===== config.mk =====
export PLATFORM = sky130hd
export DESIGN_NAME = wwdt_top
export DESIGN_NICKNAME = d
export VERILOG_FILES = /design/src/hw/wwdt_pkg.sv /design/src/hw/wwdt_top.sv
export SDC_FILE = /design/constraint.sdc
export NUM_CORES = 1
export LEC_CHECK = 0
export BUFFER_PORTS_ARGS = -buffer_cell sky130_fd_sc_hd__buf_2
export CAP_MARGIN = 30
export CORE_AREA = 2 2 84 86
export CTS_BUF_LIST = sky130_fd_sc_hd__clkbuf_4
export DETAILED_ROUTE_END_ITERATION = 10
export DIE_AREA = 0 0 86 88
export PLACE_DENSITY_LB_ADDON = 0.2
export SKIP_CTS_REPAIR_TIMING = 1
export SYNTH_ARGS = -nofsm -noshare
export SYNTH_HDL_FRONTEND = slang
export SYNTH_SLANG_ARGS = --single-unit

===== constraint.sdc =====
create_clock -name sys_clk -period 3.39 [get_ports sys_clk]
set_input_delay 0.1695 -clock sys_clk [delete_from_list [all_inputs] [get_ports sys_clk]]
set_output_delay 0.1695 -clock sys_clk [all_outputs]
set_load 0.05 [all_outputs]

===== src/hw/wwdt_pkg.sv =====
// Package for the windowed watchdog: register map, option fields, keys.
// Assumes a 32-bit APB slave and a static option byte strapped at reset.
package wwdt_pkg;

  // ==========================================================
  // Register map (printed offsets are indices; byte address = 4 x index)
  localparam int unsigned ADDR_W       = 22;
  localparam logic [19:0] IDX_OPTION   = 20'h000c0;
  localparam logic [19:0] IDX_SERVICE  = 20'hfffab;
  localparam logic [21:0] ADDR_OPTION  = {IDX_OPTION, 2'b00};
  localparam logic [21:0] ADDR_SERVICE = {IDX_SERVICE, 2'b00};

  // ==========================================================
  // Service key and readback values
  localparam logic [7:0] SERVICE_KEY  = 8'hac;
  localparam logic [7:0] SVC_RST_RUN  = 8'h9a;
  localparam logic [7:0] SVC_RST_STOP = 8'h1a;

  // ==========================================================
  // Option byte field positions
  localparam int unsigned OPT_IRQ_EN  = 7;
  localparam int unsigned OPT_WIN_HI  = 6;
  localparam int unsigned OPT_WIN_LO  = 5;
  localparam int unsigned OPT_RUN_EN  = 4;
  localparam int unsigned OPT_OVF_HI  = 3;
  localparam int unsigned OPT_OVF_LO  = 1;
  localparam int unsigned OPT_STBY_EN = 0;

  // ==========================================================
  // Field encodings
  localparam logic [2:0] OVF_SEL_64   = 3'h0;
  localparam logic [2:0] OVF_SEL_128  = 3'h1;
  localparam logic [2:0] OVF_SEL_256  = 3'h2;
  localparam logic [2:0] OVF_SEL_512  = 3'h3;
  localparam logic [2:0] OVF_SEL_2048 = 3'h4;
  localparam logic [1:0] WIN_SEL_50   = 2'h1;
  localparam logic [1:0] WIN_SEL_75   = 2'h2;

  // ==========================================================
  // Counter and reset cause layout
  localparam int unsigned CNT_W        = 17;
  localparam int unsigned CAUSE_WDT    = 4;
  localparam logic [7:0]  CAUSE_WDT_V  = 8'h10;

  // Life cycle of the watchdog
  typedef enum logic [1:0] {
    ST_WAIT_CFG,
    ST_STOPPED,
    ST_COUNTING,
    ST_TRIPPED
  } wwdt_state_t;

endpackage : wwdt_pkg


===== src/hw/wwdt_top.sv =====
// Windowed watchdog timer with APB access to option and service registers.
// Assumes lsclk_in is a free low-speed oscillator, asynchronous to sys_clk,
// and that standby_in comes from sys_clk logic.
//
// Our own choice: the APB interface to the registers.
`timescale 1ns/100ps

module wwdt_top
  import wwdt_pkg::*;
(
  input  wire logic                        sys_clk,
  input  wire logic                        sys_rst,
  input  wire logic                        lsclk_in,
  input  wire logic [7:0]                  option_byte_in,
  input  wire logic                        standby_in,
  input  wire logic                        psel,
  input  wire logic                        penable,
  input  wire logic                        pwrite,
  input  wire logic [wwdt_pkg::ADDR_W-1:0] paddr,
  input  wire logic [31:0]                 pwdata,
  input  wire logic [3:0]                  pstrb,
  input  wire logic                        bit_access_in,
  output logic [31:0]                      prdata,
  output logic                             pready,
  output logic                             pslverr,
  output logic                             interval_irq,
  output logic                             wdt_rst_req,
  output logic [7:0]                       reset_cause_set
);
  import wwdt_pkg::*;

  // ==========================================================
  // Decode helpers
  // Period in low-speed cycles for an overflow code
  function automatic logic [CNT_W-1:0] period_of(input logic [2:0] sel);
    logic [CNT_W-1:0] p;
    p = '0;
    case (sel)
      OVF_SEL_64:   p = 17'h00040;
      OVF_SEL_128:  p = 17'h00080;
      OVF_SEL_256:  p = 17'h00100;
      OVF_SEL_512:  p = 17'h00200;
      OVF_SEL_2048: p = 17'h00800;
      default:      p = 17'h00800; // Prohibited codes take the longest
    endcase
    return p;
  endfunction : period_of

  // Count at which the window opens
  function automatic logic [CNT_W-1:0] win_start_of(input logic [1:0] win,
                                                    input logic [CNT_W-1:0] p,
                                                    input logic stby);
    logic [CNT_W-1:0] s;
    s = '0;
    if (stby)
      case (win)
        WIN_SEL_50: s = p >> 1;
        WIN_SEL_75: s = p >> 2;
        default:    s = '0;
      endcase
    return s;
  endfunction : win_start_of

  // ==========================================================
  // State and configuration
  wwdt_state_t      state_r;
  wwdt_state_t      state_nxt;
  logic [7:0]       opt_r;
  logic [CNT_W-1:0] cnt_r;
  logic             first_done_r;
  logic             standby_d_r;
  logic             ls_s1_r;
  logic             ls_s2_r;
  logic             ls_s3_r;
  logic             ls_lvl_r;
  logic             ls_rise;
  logic             ls_fall;
  logic             pready_r;
  logic [31:0]      prdata_r;
  logic             pslverr_r;
  logic             irq_r;
  logic             rst_req_r;
  logic [7:0]       cause_r;

  // Option fields
  logic             irq_en;
  logic [1:0]       win_sel;
  logic             run_en;
  logic [2:0]       ovf_sel;
  logic             stby_en;
  logic [CNT_W-1:0] period;
  logic [CNT_W-1:0] win_start;
  logic [CNT_W-1:0] irq_point;
  logic [7:0]       svc_rst_val;

  assign irq_en      = opt_r[OPT_IRQ_EN];
  assign win_sel     = opt_r[OPT_WIN_HI:OPT_WIN_LO];
  assign run_en      = opt_r[OPT_RUN_EN];
  assign ovf_sel     = opt_r[OPT_OVF_HI:OPT_OVF_LO];
  assign stby_en     = opt_r[OPT_STBY_EN];
  assign period      = period_of(ovf_sel);
  assign win_start   = win_start_of(win_sel, period, stby_en);
  assign irq_point   = period - (period >> 2);
  assign svc_rst_val = run_en ? SVC_RST_RUN : SVC_RST_STOP;

  // ==========================================================
  // Low-speed clock synchroniser, three stages with agreement
  always_ff @(posedge sys_clk or posedge sys_rst)
  begin
    if (sys_rst)
    begin
      ls_s1_r  <= 1'b0;
      ls_s2_r  <= 1'b0;
      ls_s3_r  <= 1'b0;
      ls_lvl_r <= 1'b0;
    end
    else
    begin
      ls_s1_r <= lsclk_in;
      ls_s2_r <= ls_s1_r;
      ls_s3_r <= ls_s2_r;
      if (ls_s2_r == ls_s3_r)
      begin
        ls_lvl_r <= ls_s3_r;
      end
    end
  end

  // Edges of the agreed low-speed level
  assign ls_rise = (ls_s2_r == ls_s3_r) && ls_s3_r && !ls_lvl_r;
  assign ls_fall = (ls_s2_r == ls_s3_r) && !ls_s3_r && ls_lvl_r;

  // ==========================================================
  // APB decode
  logic acc;
  logic setup_acc;
  logic wr_svc;
  logic live;
  logic counting;
  logic in_closed;
  logic bad_wr;
  logic svc_ok;
  logic halted;
  logic wake;
  logic overflow;
  logic trip;

  assign setup_acc = psel && penable && !pready_r;
  assign acc       = psel && penable && pready_r;
  assign wr_svc    = acc && pwrite && (paddr == ADDR_SERVICE);
  assign live      = (state_r == ST_STOPPED) || (state_r == ST_COUNTING);
  assign counting  = (state_r == ST_COUNTING);
  // Window check is skipped for the first write after reset
  assign in_closed = counting && first_done_r && (cnt_r < win_start);

  // Error cases of a service write
  assign bad_wr = wr_svc && live && (bit_access_in
                  || !pstrb[0]
                  || (pwdata[7:0] != SERVICE_KEY)
                  || in_closed);
  assign svc_ok = wr_svc && counting && !bad_wr;

  // Standby halting only when standby operation is off
  assign halted = standby_in && !stby_en;
  assign wake   = standby_d_r && !standby_in && !stby_en;

  // Overflow on the edge that would pass the last count
  assign overflow = counting && ls_rise && !halted && !svc_ok
                    && (cnt_r == period - 17'h00001);
  assign trip     = overflow || bad_wr;

  // ==========================================================
  // State machine
  always_comb
  begin
    state_nxt = state_r;
    case (state_r)
      ST_WAIT_CFG: state_nxt = option_byte_in[OPT_RUN_EN] ? ST_COUNTING : ST_STOPPED;
      ST_STOPPED:  state_nxt = bad_wr ? ST_TRIPPED : ST_STOPPED;
      ST_COUNTING: state_nxt = trip ? ST_TRIPPED : ST_COUNTING;
      ST_TRIPPED:  state_nxt = ST_TRIPPED;
      default:     state_nxt = ST_TRIPPED;
    endcase
  end

  always_ff @(posedge sys_clk or posedge sys_rst)
  begin
    if (sys_rst)
    begin
      state_r <= ST_WAIT_CFG;
    end
    else
    begin
      state_r <= state_nxt;
    end
  end

  // Option byte strap caught on the first edge after reset release
  always_ff @(posedge sys_clk or posedge sys_rst)
  begin
    if (sys_rst)
    begin
      opt_r <= 8'h00;
    end
    else if (state_r == ST_WAIT_CFG)
    begin
      opt_r <= option_byte_in;
    end
  end

  // ==========================================================
  // Counter
  always_ff @(posedge sys_clk or posedge sys_rst)
  begin
    if (sys_rst)
    begin
      cnt_r <= '0;
    end
    else if (counting)
    begin
      if (svc_ok || wake)
      begin
        cnt_r <= '0;
      end
      else if (ls_rise && !halted)
      begin
        cnt_r <= cnt_r + 17'h00001;
      end
    end
  end

  // First-write tracker and standby history
  always_ff @(posedge sys_clk or posedge sys_rst)
  begin
    if (sys_rst)
    begin
      first_done_r <= 1'b0;
      standby_d_r  <= 1'b0;
    end
    else
    begin
      standby_d_r <= standby_in;
      if (svc_ok)
      begin
        first_done_r <= 1'b1;
      end
    end
  end

  // ==========================================================
  // Events toward interrupt and reset controllers
  always_ff @(posedge sys_clk or posedge sys_rst)
  begin
    if (sys_rst)
    begin
      irq_r     <= 1'b0;
      rst_req_r <= 1'b0;
      cause_r   <= 8'h00;
    end
    else
    begin
      // Half a low-speed cycle after reaching the 75% count
      irq_r     <= counting && irq_en && ls_fall && !halted
                   && (cnt_r == irq_point) && !svc_ok;
      rst_req_r <= live && trip;
      cause_r   <= (live && trip) ? CAUSE_WDT_V : 8'h00;
    end
  end

  // ==========================================================
  // APB slave, one wait state
  always_ff @(posedge sys_clk or posedge sys_rst)
  begin
    if (sys_rst)
    begin
      pready_r  <= 1'b0;
      prdata_r  <= 32'h0000_0000;
      pslverr_r <= 1'b0;
    end
    else
    begin
      pready_r  <= setup_acc;
      prdata_r  <= 32'h0000_0000;
      pslverr_r <= 1'b0;
      if (setup_acc)
      begin
        if (paddr == ADDR_SERVICE)
        begin
          prdata_r[7:0] <= pwrite ? 8'h00 : svc_rst_val;
        end
        else if (paddr == ADDR_OPTION)
        begin
          prdata_r[7:0] <= pwrite ? 8'h00 : opt_r;
          pslverr_r     <= pwrite; // Option byte is read only
        end
        else
        begin
          pslverr_r <= 1'b1; // Unmapped address
        end
      end
    end
  end

  assign prdata          = prdata_r;
  assign pready          = pready_r;
  assign pslverr         = pslverr_r;
  assign interval_irq    = irq_r;
  assign wdt_rst_req     = rst_req_r;
  assign reset_cause_set = cause_r;
endmodule : wwdt_top


### Word level (Yosys, flattened, before mapping)

Index checks and enable logic that the tools add are counted.

| word-level totals | value |
|---|---|
| flip-flop bits (word level) | 50 |
| input bits | 74 |
| bits in writable memories | 0 |
| memories | 0 |
| word-level logic and storage cells | 100 |
| latch bits | 0 |
| ROM bits | 0 |

| operators by class | value |
|---|---|
| add/sub/neg operators | 3 |
| $mul | 0 |
| bitwise logic cells | 0 |
| equality and inequality tests | 14 |
| order comparisons | 1 |
| shifts and indexed selects | 0 |
| reduce and logical (&&, ||, !) cells | 48 |
| muxes and demuxes | 19 |
| div/mod/pow operators | 0 |

Operators by type and width:

| cell | count |
|---|---|
| 2-to-1 mux 8 bit | 6 |
| one-hot mux 12 bit (4 select lines) | 1 |
| == test 17 bit | 2 |
| 2-to-1 mux 17 bit | 2 |
| one-hot mux 16 bit (2 select lines) | 1 |
| logical AND 1 bit | 29 |
| == test 22 x 10 -> 1 bit (second input constant) | 1 |
| == test 22 bit (second input constant) | 1 |
| adder 17 x 1 -> 17 bit (second input constant) | 1 |
| < comparator 17 bit | 1 |
| subtractor 17 x 1 -> 17 bit (second input constant) | 1 |
| subtractor 17 x 15 -> 17 bit | 1 |
| 2-to-1 mux 16 bit | 1 |
| zero test 1 bit | 9 |
| != test 8 bit (second input constant) | 1 |
| one-hot mux 2 bit (4 select lines) | 1 |
| == test 2 bit (second input constant) | 3 |
| == test 3 x 2 -> 1 bit (second input constant) | 2 |
| logical OR 1 bit | 6 |
| 2-to-1 mux 5 bit | 1 |
| == test 2 x 1 -> 1 bit (second input constant) | 2 |
| 2-to-1 mux 1 bit | 4 |
| 2-to-1 mux 2 bit | 2 |
| == test 3 x 1 -> 1 bit (second input constant) | 1 |
| 5 further kinds | 5 |

### Depth between registers and ports, before layout

Gate-level depths: netlist (run 1).

| logic depth | value |
|---|---|
| depth after elaboration | 16 |
| gate-level depth with buffers | 13 |

### Worst setup path after synthesis (run 1)

Ideal clock, no wire load.

| timing path | value |
|---|---|
| kind | reg-to-reg |
| from | register opt_r[5] |
| to | register state_r[0] |
| stages on the path, launching flop included | 13 |
| library setup time | 0.129 ns |
| data required time | 3.261 ns |
| path buffers | 0 |
| arrival time | 2.510 ns |
| slack | 0.751 ns |
| clock period less this slack | 2.639 ns |
| cells stage by stage | dfrtp_1 > inv_1 > ha_1 > and2b_1 > nor2b_1 > nand4_1 > ha_1 > nand4_1 > a31o_1 > a211oi_2 > or3_1 > a21oi_1 > o41a_1 |

| on the way | value |
|---|---|
| longest elaborated chain between the ends | 15 |
| elaborated cells between the ends (all ways) | 16 |
| those cells by class | 1 x order compare; 2 x eq/ne; 4 x mux; 9 x reduce/logical |

RTL lines:

| item | RTL line | source |
|---|---|---|
| start: declaration | wwdt_top.sv:68 | `logic [7:0] opt_r;` |
| start signal: assignment | wwdt_top.sv:207 | `opt_r <= option_byte_in;` |
| == test 2 bit or == test 2 x 1 -> 1 bit (tied branches) | wwdt_top.sv:56 | `case (win)` |
| one-hot mux 16 bit (2 select lines) * | wwdt_top.sv:56 |  |
| 2-to-1 mux 16 bit * | wwdt_top.sv:55 | `if (stby)` |
| < comparator 17 bit * | wwdt_top.sv:154 | `assign in_closed = counting && first_done_r && (cnt_r < win_start);` |
| logical AND 1 bit * | wwdt_top.sv:154 |  |
| logical OR 1 bit * | wwdt_top.sv:160 | `\|\| in_closed);` |
| logical AND 1 bit * | wwdt_top.sv:157 | `assign bad_wr = wr_svc && live && (bit_access_in` |
| zero test 1 bit | wwdt_top.sv:161 | `assign svc_ok = wr_svc && counting && !bad_wr;` |
| logical AND 1 bit | wwdt_top.sv:161 |  |
| zero test 1 bit | wwdt_top.sv:168 | `assign overflow = counting && ls_rise && !halted && !svc_ok` |
| logical AND 1 bit | wwdt_top.sv:168 |  |
| logical AND 1 bit | wwdt_top.sv:169 | `&& (cnt_r == period - 17'h00001);` |
| logical OR 1 bit * | wwdt_top.sv:170 | `assign trip = overflow \|\| bad_wr;` |
| 2-to-1 mux 1 bit * | wwdt_top.sv:180 | `ST_COUNTING: state_nxt = trip ? ST_TRIPPED : ST_COUNTING;` |
| one-hot mux 2 bit (4 select lines) * | wwdt_top.sv:177 | `case (state_r)` |
| via state_nxt[0] | wwdt_top.sv:67 | `wwdt_state_t state_nxt;` |
| end signal: assignment | wwdt_top.sv:194 | `state_r <= state_nxt;` |
| end: declaration | wwdt_top.sv:66 | `wwdt_state_t state_r;` |

Mark *: on every way through the listed nets, which the timed path passes. The rest lies on a longest branch.
A chain may end at the register's enable or synchronous reset.

### Final worst setup path (run 1)

Same ends and word-level chain as after synthesis.

==> flow_summary.ini, run 1 <==
[sta]
final-max-slew-violation-count = 0
timing_worst_slew_pin_value_ps = 594
fin_crit_ps = 2970
clock_skew_ps = 9.93
slew_headroom_pct = 60.4
grt_setup_unrepaired = no
final-hold-violation-count = 3
period_share_pct = 87.8
setup_tns_ps = 0
setup_ws_ps = 415
max_freq_mhz = 336
timing.final.setup_violations = 0
worst_hold_slack_ps = -9.90

[power]
vdd_drop_max_uv = 246
leakagePower_nw = 1.57
power_density_nw_per_um2 = 525

[placed_design]
preCtsSetupSlack_ps = 432
port-buffer-count = 59
postPlaceCellArea_sq_um = 3180
detailedPlacementHpwl_um = 4940
gp_routability_congestion = 0.851

[job]
maxCapViolCount = 0

[global_routing]
grt_util_met3_pct = 3.58
grt_use_met2_pct = 28.6
number_of_global_route_vias_before_repair = 2233
maximum_number_of_pins_on_one_net_before_global_route_repair = 42
globalRoute.totalOverflow = 0
grt_busiest_layer = met2
track_usage_pct = 17.8
wire_length_of_the_first_global_routing_pass_um = 10700
antenna_found_initial = 0
grtUsageMet1_pct = 24.5

[detailed_routing]
postRouteAntennaNets = 0
drt-wirelength-per-cell_um = 13.7
postRouteWirelength_um = 6350
total_via_count_after_detailed_routing = 2397
detail_route.first_pass.iterations = 5
post_drt_via_cell_ratio = 5.17
drt_drc_violations_left = 0
detailedRoute.firstIterationViolations = 73

[worst_hold_path]
hold_class = input port to register
worstHoldPathCells = 3
worst_hold_path_endpoint = opt_r[1]
hold_path_startpoint = option_byte_in[1]

[critical_path]
cp_top_family = compound AO/OA/AOI/OAI gates
crit-reg2reg-capture = state_r[0]
cp_slowest_cell = sky130_fd_sc_hd__dfrtp_1
timing.critical_path.fanout_max = 4
worstPathRequired_ps = 3720
timing.rr.start = opt_r[5]
crit_path_cell_trace = inv_1 > ha_1 > and2b_1 > nor2b_1 > nand2_1 > ha_1 > a211o_1 > a21oi_1 > a211oi_2 > or3_1 > a21oi_1 > o41a_1
path_buf_inv = 1
r2r_setup_slack_ps = 420
cp_slowest_stage_delay_ps = 410
startpoint_type = register
rr_worst_depth = 12
criticalPathCategory = register to register
worst_setup_path_end_kind = register
worstPathArrival_ps = 3310

[logic_synthesis]
ys.flop_type = sky130_fd_sc_hd__dfrtp_1
yosys.cell_types.count = 54
syn-instance-count = 321
syn_avg_cell_area_sq_um = 9.18
syn_area_sq_um = 2950
yosysWarnings = 0
synth-seq-cells = 45
synth_area_leaders = sky130_fd_sc_hd__dfrtp_1 (38%), sky130_fd_sc_hd__buf_4 (8.4%), sky130_fd_sc_hd__ha_1 (7.6%)
synth-edff-count = 0
synth_top_area_cell = sky130_fd_sc_hd__dfrtp_1
async_flop_share_pct = 100
portion_of_the_post_synthesis_area_used_by_sequential_elements_pct = 38.2
synth.top_cell.area_share_pct = 38.2

[cells_and_area]
finalCoreUtilization_pct = 49.8
antenna_cells = 0
final_layout_size_suffix_gt1_share_pct = 22.7
finalNetCount = 475
area.growth.synth_to_final_pct = 12.1
final_cell_area_sq_um = 3310

[die]
die-area_sq_um = 7570
starting_utilization_of_the_core_area_pct = 44.4
fp.dieH_um = 88
core_area_sq_um = 6640
die_width_um = 86
num_rows = 30
io_pins = 118

[cts]
cts-buffers-inserted = 5
htree_num_levels = 2
clock_path_buffers = 2
cts_tree = built
clkSlewWorstSetupHoldPaths_ps = 160
clkLatencyLatePin_ps = 380
cts.sinks = 45
cts_root_buf = sky130_fd_sc_hd__clkbuf_4

[run_status]
status = finished with violations
failed_checks = negative hold slack
-- layout by cell type (no fill, tap or decap), types with 7 or more instances in the layout --
| cell | n |
|---|---|
| sky130_fd_sc_hd__nand3_1 | 10 |
| sky130_fd_sc_hd__a21oi_1 | 12 |
| sky130_fd_sc_hd__nor3_1 | 8 |
| sky130_fd_sc_hd__conb_1 | 31 |
| sky130_fd_sc_hd__xnor2_1 | 9 |
| sky130_fd_sc_hd__xor2_1 | 9 |
| sky130_fd_sc_hd__inv_1 | 15 |
| sky130_fd_sc_hd__o21ai_0 | 9 |
| sky130_fd_sc_hd__nor4_1 | 7 |
| sky130_fd_sc_hd__dfrtp_1 | 45 |
| sky130_fd_sc_hd__nand2_1 | 29 |
| sky130_fd_sc_hd__nor2_1 | 35 |
| sky130_fd_sc_hd__nand4_1 | 16 |
| sky130_fd_sc_hd__buf_2 | 59 |
| sky130_fd_sc_hd__ha_1 | 18 |
-- state kept, by name, indices dropped and copies added (netlist names) --
signal and cells:
cnt_r 17, first_done_r 1, interval_irq 1, ls_lvl_r 1
ls_s1_r 1, ls_s2_r 1, ls_s3_r 1, opt_r 8
prdata 8, pready 1, pslverr 1, reset_cause_set 1
standby_d_r 1, state_r 2
-- final cells by class --
type | instances | area [sq um]
Multi-Input combinational cell | 246 | 1560
Sequential cell | 45 | 1130
Clock inverter | 3 | 28.8
Inverter | 19 | 76.3
Timing Repair Buffer | 66 | 375
Fill cell | 661 | 3340
Tap cell | 80 | 100
Clock buffer | 5 | 37.5
-- synthesized netlist by cell type (2+ instances only) --
master                       n
sky130_fd_sc_hd__nor4bb_1    2
sky130_fd_sc_hd__dfrtp_1    45
sky130_fd_sc_hd__mux2_2      5
sky130_fd_sc_hd__nor2b_1     3
sky130_fd_sc_hd__a21oi_1    12
sky130_fd_sc_hd__buf_2       3
sky130_fd_sc_hd__o2111ai_1   2
sky130_fd_sc_hd__nand4_1    16
sky130_fd_sc_hd__inv_2       2
sky130_fd_sc_hd__o21ai_1     3
sky130_fd_sc_hd__inv_1      16
sky130_fd_sc_hd__nand2b_1    2
sky130_fd_sc_hd__and3_1      2
sky130_fd_sc_hd__xnor2_1     9
sky130_fd_sc_hd__clkbuf_1    3
sky130_fd_sc_hd__ha_1       18
sky130_fd_sc_hd__nor3b_1     2
sky130_fd_sc_hd__xor2_1      9
sky130_fd_sc_hd__nor3_1      8
sky130_fd_sc_hd__buf_4      33
sky130_fd_sc_hd__nand3_1    10
sky130_fd_sc_hd__nor3_2      3
sky130_fd_sc_hd__nor4_1      7
sky130_fd_sc_hd__and4_1      2
sky130_fd_sc_hd__nor4_2      2
sky130_fd_sc_hd__buf_6       2
sky130_fd_sc_hd__or3_1       2
sky130_fd_sc_hd__nor2_1     35
sky130_fd_sc_hd__nand2_1    29
sky130_fd_sc_hd__a22oi_1     2
sky130_fd_sc_hd__o21ai_0     9
-- power breakdown --
| part | switching (mW) | internal (mW) | total [mW] |
|---|---|---|---|
| combinational | 0.392 | 0.268 | 0.660 |
| clock | 0.206 | 0.0918 | 0.298 |
| sequential | 0.159 | 0.620 | 0.779 |
-- how the worst max path moves through the flow --
stage                   from         end  slack [ps]  cells past startpoint
global placement    opt_r[5]    cnt_r[3]         440                     12
floorplan           opt_r[5]  state_r[0]         750                     12
finish              opt_r[5]  state_r[0]         420                     12
CTS                 opt_r[5]  state_r[0]         410                     12
global route        opt_r[5]  state_r[0]         140                     12
detailed placement  opt_r[5]  state_r[0]         430                     12
-- metrics by stage --
| stage | std cells | power, mW | hold WS [ps] |
|---|---|---|---|
| detailed placement | 450 | 1.45 | 55.9 |
| finish | 464 | 1.74 | -9.90 |
| floorplan | 351 | 1.34 | 201 |
| CTS | 458 | 1.75 | -378 |
| global placement | 449 | 1.43 | 280 |
| global route | 464 | 1.89 | 1.81 |
-- kinds of logic (layout without fill, tap and decap cells) --
kind of cell	Yosys count	count (layout)	share of synthesized area (%)
buf+inv	60	93	12.6
xor+xnor	18	18	5.35
mux	5	5	1.91
simple gates	133	133	24.0
compound gates	41	41	10.1
fa+ha+maj	18	18	7.64
flops	45	45	38.2
other cells	1	31	0.127
-- metal layers --
metal / vias to the layer above / wire (um)
met3: 11 / 257
met1: 1150 / 2980
met5: - / 0
met2: 56 / 3020
li1: 1180 / -
met4: 0 / 94
-- tightest hold or removal path: stages --
cell and delay, ps:
sky130_fd_sc_hd__buf_2 80, sky130_fd_sc_hd__nand2_1 40, sky130_fd_sc_hd__o21ai_0 60
(Power assumes the default switching activity.)
==> run 2, diff against run 1 <==
- BUFFER_PORTS_ARGS: -buffer_cell sky130_fd_sc_hd__buf_2 -> not set
- DONT_BUFFER_PORTS: not set -> 1
==> flow_summary.ini, run 2 (synthesis results as in run 1) <==
[sta]
final-max-slew-violation-count = 0
setup_tns_ps = 0
timing.final.setup_violations = 0
grt_setup_unrepaired = no
timing_worst_slew_pin_value_ps = 945
slew_headroom_pct = 37.0
final-hold-violation-count = 0
setup_ws_ps = 392
fin_crit_ps = 3000
worst_hold_slack_ps = 11.7
max_freq_mhz = 334
period_share_pct = 88.4
clock_skew_ps = 9.45

[die]
fp.dieH_um = 88
num_rows = 30
die-area_sq_um = 7570
io_pins = 118
core_area_sq_um = 6640
die_width_um = 86
starting_utilization_of_the_core_area_pct = 44.4

[cells_and_area]
area.growth.synth_to_final_pct = 5.69
layout_common_cells = sky130_fd_sc_hd__dfrtp_1 (45), sky130_fd_sc_hd__nor2_1 (35), sky130_fd_sc_hd__conb_1 (31)
layout.cells.most_common = sky130_fd_sc_hd__dfrtp_1
final_layout_size_suffix_gt1_share_pct = 8.68
finalNetCount = 425
largest_register_ff_count = 17
antenna_cells = 0
finalCoreUtilization_pct = 46.9
regMostFlops = cnt_r

[cts]
clkSlewWorstSetupHoldPaths_ps = 150
htree_num_levels = 2
clock_path_buffers = 2
clkLatencyLatePin_ps = 370
cts_tree = built
cts-buffers-inserted = 5
cts.sinks = 45
cts_root_buf = sky130_fd_sc_hd__clkbuf_4

[worst_hold_path]
hold_class = input port to register

[power]
total_power_mw = 1.78
switching_share_pct = 41.6
comb_power_share_pct = 36.7
leakagePower_nw = 1.36
clkPwrFrac_pct = 19.5
power.net_switching_uw = 739
seq_power_share_pct = 43.8
vdd_drop_max_uv = 358
power_density_nw_per_um2 = 571
cell_internal_pwr_mw = 1.04

[global_routing]
wire_length_of_the_first_global_routing_pass_um = 10400
number_of_global_route_vias_before_repair = 2086
globalRoute.totalOverflow = 0
maximum_number_of_pins_on_one_net_before_global_route_repair = 41
track_usage_pct = 17.6
antenna_found_initial = 0

[detailed_routing]
total_via_count_after_detailed_routing = 2201
drt-wirelength-per-cell_um = 15.1
postRouteAntennaNets = 0
postRouteWirelength_um = 6260
detail_route.first_pass.iterations = 4
post_drt_via_cell_ratio = 5.32
detailedRoute.firstIterationViolations = 101
drt_drc_violations_left = 0

[placed_design]
port-buffer-count = 0
preCtsSetupSlack_ps = 395
detailedPlacementHpwl_um = 4720
gp_routability_congestion = 0.778

[critical_path]
timing.critical_path.fanout_max = 4
worstPathRequired_ps = 3720
startpoint_type = register
worstPathArrival_ps = 3320
criticalPathCategory = register to register
worst_setup_path_end_kind = register

[run_status]
status = complete, no violations

[job]
maxCapViolCount = 0
run 2: changes by cell type in the layout (fill, tap and decap cells not counted), sizes merged:
cell	previous run	this run
buf	60	2
clkinvlp	0	1
dlygate4sd3	6	14
bufinv	0	1
clkinv	0	1
inv	22	19
run 2: critical path, cell delays in order, from the launching register on:
cell                       delay, ps
sky130_fd_sc_hd__dfrtp_1         390
sky130_fd_sc_hd__inv_1            80
sky130_fd_sc_hd__ha_1            280
sky130_fd_sc_hd__and2b_1         250
sky130_fd_sc_hd__nor2b_1         250
sky130_fd_sc_hd__nand2_1          90
sky130_fd_sc_hd__ha_1            300
sky130_fd_sc_hd__a211o_1         300
sky130_fd_sc_hd__a21oi_1         200
sky130_fd_sc_hd__a211oi_2        120
sky130_fd_sc_hd__or3_1           370
sky130_fd_sc_hd__a21oi_1         180
sky130_fd_sc_hd__o41a_1          140
run 2: path summary, 6_finish.rpt:
path | start | endpoint | slack [ps] | depth (start not counted)
worst max register to register | opt_r[5] | state_r[0] | 390 | 12
worst min-delay path | paddr[8] | prdata[2] | 10 | 2
max in group asynchronous | sys_rst | cnt_r[7] | 2820 | 3
worst min register to register | ls_s1_r | ls_s2_r | 380 | 0
min in group asynchronous | sys_rst | opt_r[3] | 120 | 2
worst max-delay path | opt_r[5] | state_r[0] | 390 | 12
run 2: final cells by class:
class	instances	area, sq um
Fill cell	652	3530
Multi-Input combinational cell	246	1560
Sequential cell	45	1130
Timing Repair Buffer	16	168
Tap cell	80	100
Inverter	19	76.3
Clock inverter	3	46.3
Clock buffer	5	37.5
run 2: routing by layer:
metal	GRT usage, %	share of wire, %
met5	0	0
met4	4.47	1.1
met3	3.68	2.5
met2	27.6	46
met1	25.0	50
run 2: power groups by stage:
stage	combinational (mW)	clock, mW	sequential (mW)
final	0.652	0.347	0.779
after global routing	0.742	0.380	0.801
after CTS	0.642	0.350	0.779
after detailed placement	0.636	0	0.790
after global placement	0.631	0	0.787
after floorplan	0.635	0	0.701
run 2: through the flow:
| step | area (sq um) | instances |
|---|---|---|
| 2_1_floorplan | 3060 | 351 |
| 3_3_place_gp | 2870 | 391 |
| 3_5_place_dp | 2890 | 392 |
| 4_1_cts | 2980 | 400 |
| 5_1_grt | 3120 | 414 |
| 6_report | 3120 | 414 |
==> run 3, diff against run 2 <==
- CORE_AREA: 2 2 84 86 -> 2 2 75 91
- DIE_AREA: 0 0 86 88 -> 0 0 77 93
==> flow_summary.ini, run 3 (synthesis results as in run 1) <==
[run_status]
status = complete, no violations

[detailed_routing]
detailedRoute.firstIterationViolations = 127
drt-wirelength-per-cell_um = 13.8
total_via_count_after_detailed_routing = 2154
detail_route.first_pass.iterations = 4
post_drt_via_cell_ratio = 5.14
postRouteAntennaNets = 0
postRouteWirelength_um = 5800
drt_drc_violations_left = 0

[die]
num_rows = 32
io_pins = 118
core_area_sq_um = 6330
die-area_sq_um = 7160
starting_utilization_of_the_core_area_pct = 46.6
die_width_um = 77
fp.dieH_um = 93

[sta]
slew_headroom_pct = 41.5
setup_tns_ps = 0
worst_hold_slack_ps = 27.2
final-hold-violation-count = 0
timing_worst_slew_pin_value_ps = 878
final-max-slew-violation-count = 0
grt_setup_unrepaired = no
timing.final.setup_violations = 0
period_share_pct = 87.5
max_freq_mhz = 337
fin_crit_ps = 2970
setup_ws_ps = 422
clock_skew_ps = 6.71

[cells_and_area]
largest_register_ff_count = 17
layout_common_cells = sky130_fd_sc_hd__dfrtp_1 (45), sky130_fd_sc_hd__nor2_1 (35), sky130_fd_sc_hd__conb_1 (31)
sequential_cell_area_sq_um = 1130
finalNetCount = 425
finalCoreUtilization_pct = 49.3
multi_input_comb_area_sq_um = 1560
final.fill_count = 618
antenna_cells = 0
final_layout_size_suffix_gt1_share_pct = 8.38
layout.cells.most_common = sky130_fd_sc_hd__dfrtp_1
fin_cells = 419
area.growth.synth_to_final_pct = 5.73
final_cell_area_sq_um = 3120
regMostFlops = cnt_r

[power]
leakagePower_nw = 1.36
vdd_drop_max_uv = 464
total_power_mw = 1.75
power_density_nw_per_um2 = 561

[global_routing]
number_of_global_route_vias_before_repair = 2078
track_usage_pct = 17.1
antenna_found_initial = 0
wire_length_of_the_first_global_routing_pass_um = 9770
globalRoute.totalOverflow = 0
maximum_number_of_pins_on_one_net_before_global_route_repair = 33

[critical_path]
worstPathRequired_ps = 3620
worst_setup_path_end_kind = register
worstPathArrival_ps = 3200
startpoint_type = register
timing.critical_path.fanout_max = 15
criticalPathCategory = register to register

[placed_design]
postPlaceCellArea_sq_um = 2900
detailedPlacementHpwl_um = 4470
gp_routability_congestion = 0.837
placed_cells_incl_taps = 397
port-buffer-count = 0
preCtsSetupSlack_ps = 400

[cts]
cts.sinks = 45
cts-buffers-inserted = 5
clkSlewWorstSetupHoldPaths_ps = 120
clock_path_buffers = 2
cts_tree = built
htree_num_levels = 2
cts_root_buf = sky130_fd_sc_hd__clkbuf_4
clkLatencyLatePin_ps = 350

[job]
maxCapViolCount = 0

[worst_hold_path]
hold_class = input port to register
## run 3: area by class of cell
type | count | share of cell area, %
Tap cell | 85 | 3.41
Sequential cell | 45 | 36.1
Clock inverter | 2 | 1.08
Clock buffer | 6 | 1.45
Timing Repair Buffer | 16 | 5.38
Inverter | 19 | 2.45
Multi-Input combinational cell | 246 | 50.1
## run 3: layer usage
layer  track usage, %  up-vias  routed length, um  share of wire [%]
met5                0        -                  0                  0
met4             6.10        0                127                2.2
met3             3.28       10                199                3.4
met2             28.9       48               2890                 50
met1             22.0     1019               2590                 45
li1                 -     1077                  -                  -
## run 3: worst paths after layout
| check | slack [ps] | depth (start not counted) | to | startpoint |
|---|---|---|---|---|
| max | 420 | 12 | cnt_r[8] | opt_r[5] |
| min | 30 | 2 | prdata[6] | paddr[8] |
| max reg2reg | 420 | 12 | cnt_r[8] | opt_r[5] |
| min reg2reg | 370 | 0 | ls_s2_r | ls_s1_r |
| min in group asynchronous | 240 | 2 | prdata[2] | sys_rst |
| max in group asynchronous | 2680 | 3 | cnt_r[14] | sys_rst |
## run 3: power breakdown
part / leakage [nW] / switching, mW / internal [mW]
Combinational: 0.723 / 0.385 / 0.261
Sequential: 0.593 / 0.156 / 0.620
Clock: 0.0433 / 0.166 / 0.162
## run 3: critical path, cell delays in order, from the launching register on
cell and delay (ps):
sky130_fd_sc_hd__dfrtp_1 400, sky130_fd_sc_hd__inv_1 100, sky130_fd_sc_hd__ha_1 230, sky130_fd_sc_hd__and2b_1 250
sky130_fd_sc_hd__nor2b_1 220, sky130_fd_sc_hd__nand4_1 120, sky130_fd_sc_hd__ha_1 340, sky130_fd_sc_hd__nand4_1 100
sky130_fd_sc_hd__a31o_1 200, sky130_fd_sc_hd__a211oi_2 280, sky130_fd_sc_hd__o21bai_2 130, sky130_fd_sc_hd__a21oi_4 380
sky130_fd_sc_hd__nor2_1 100
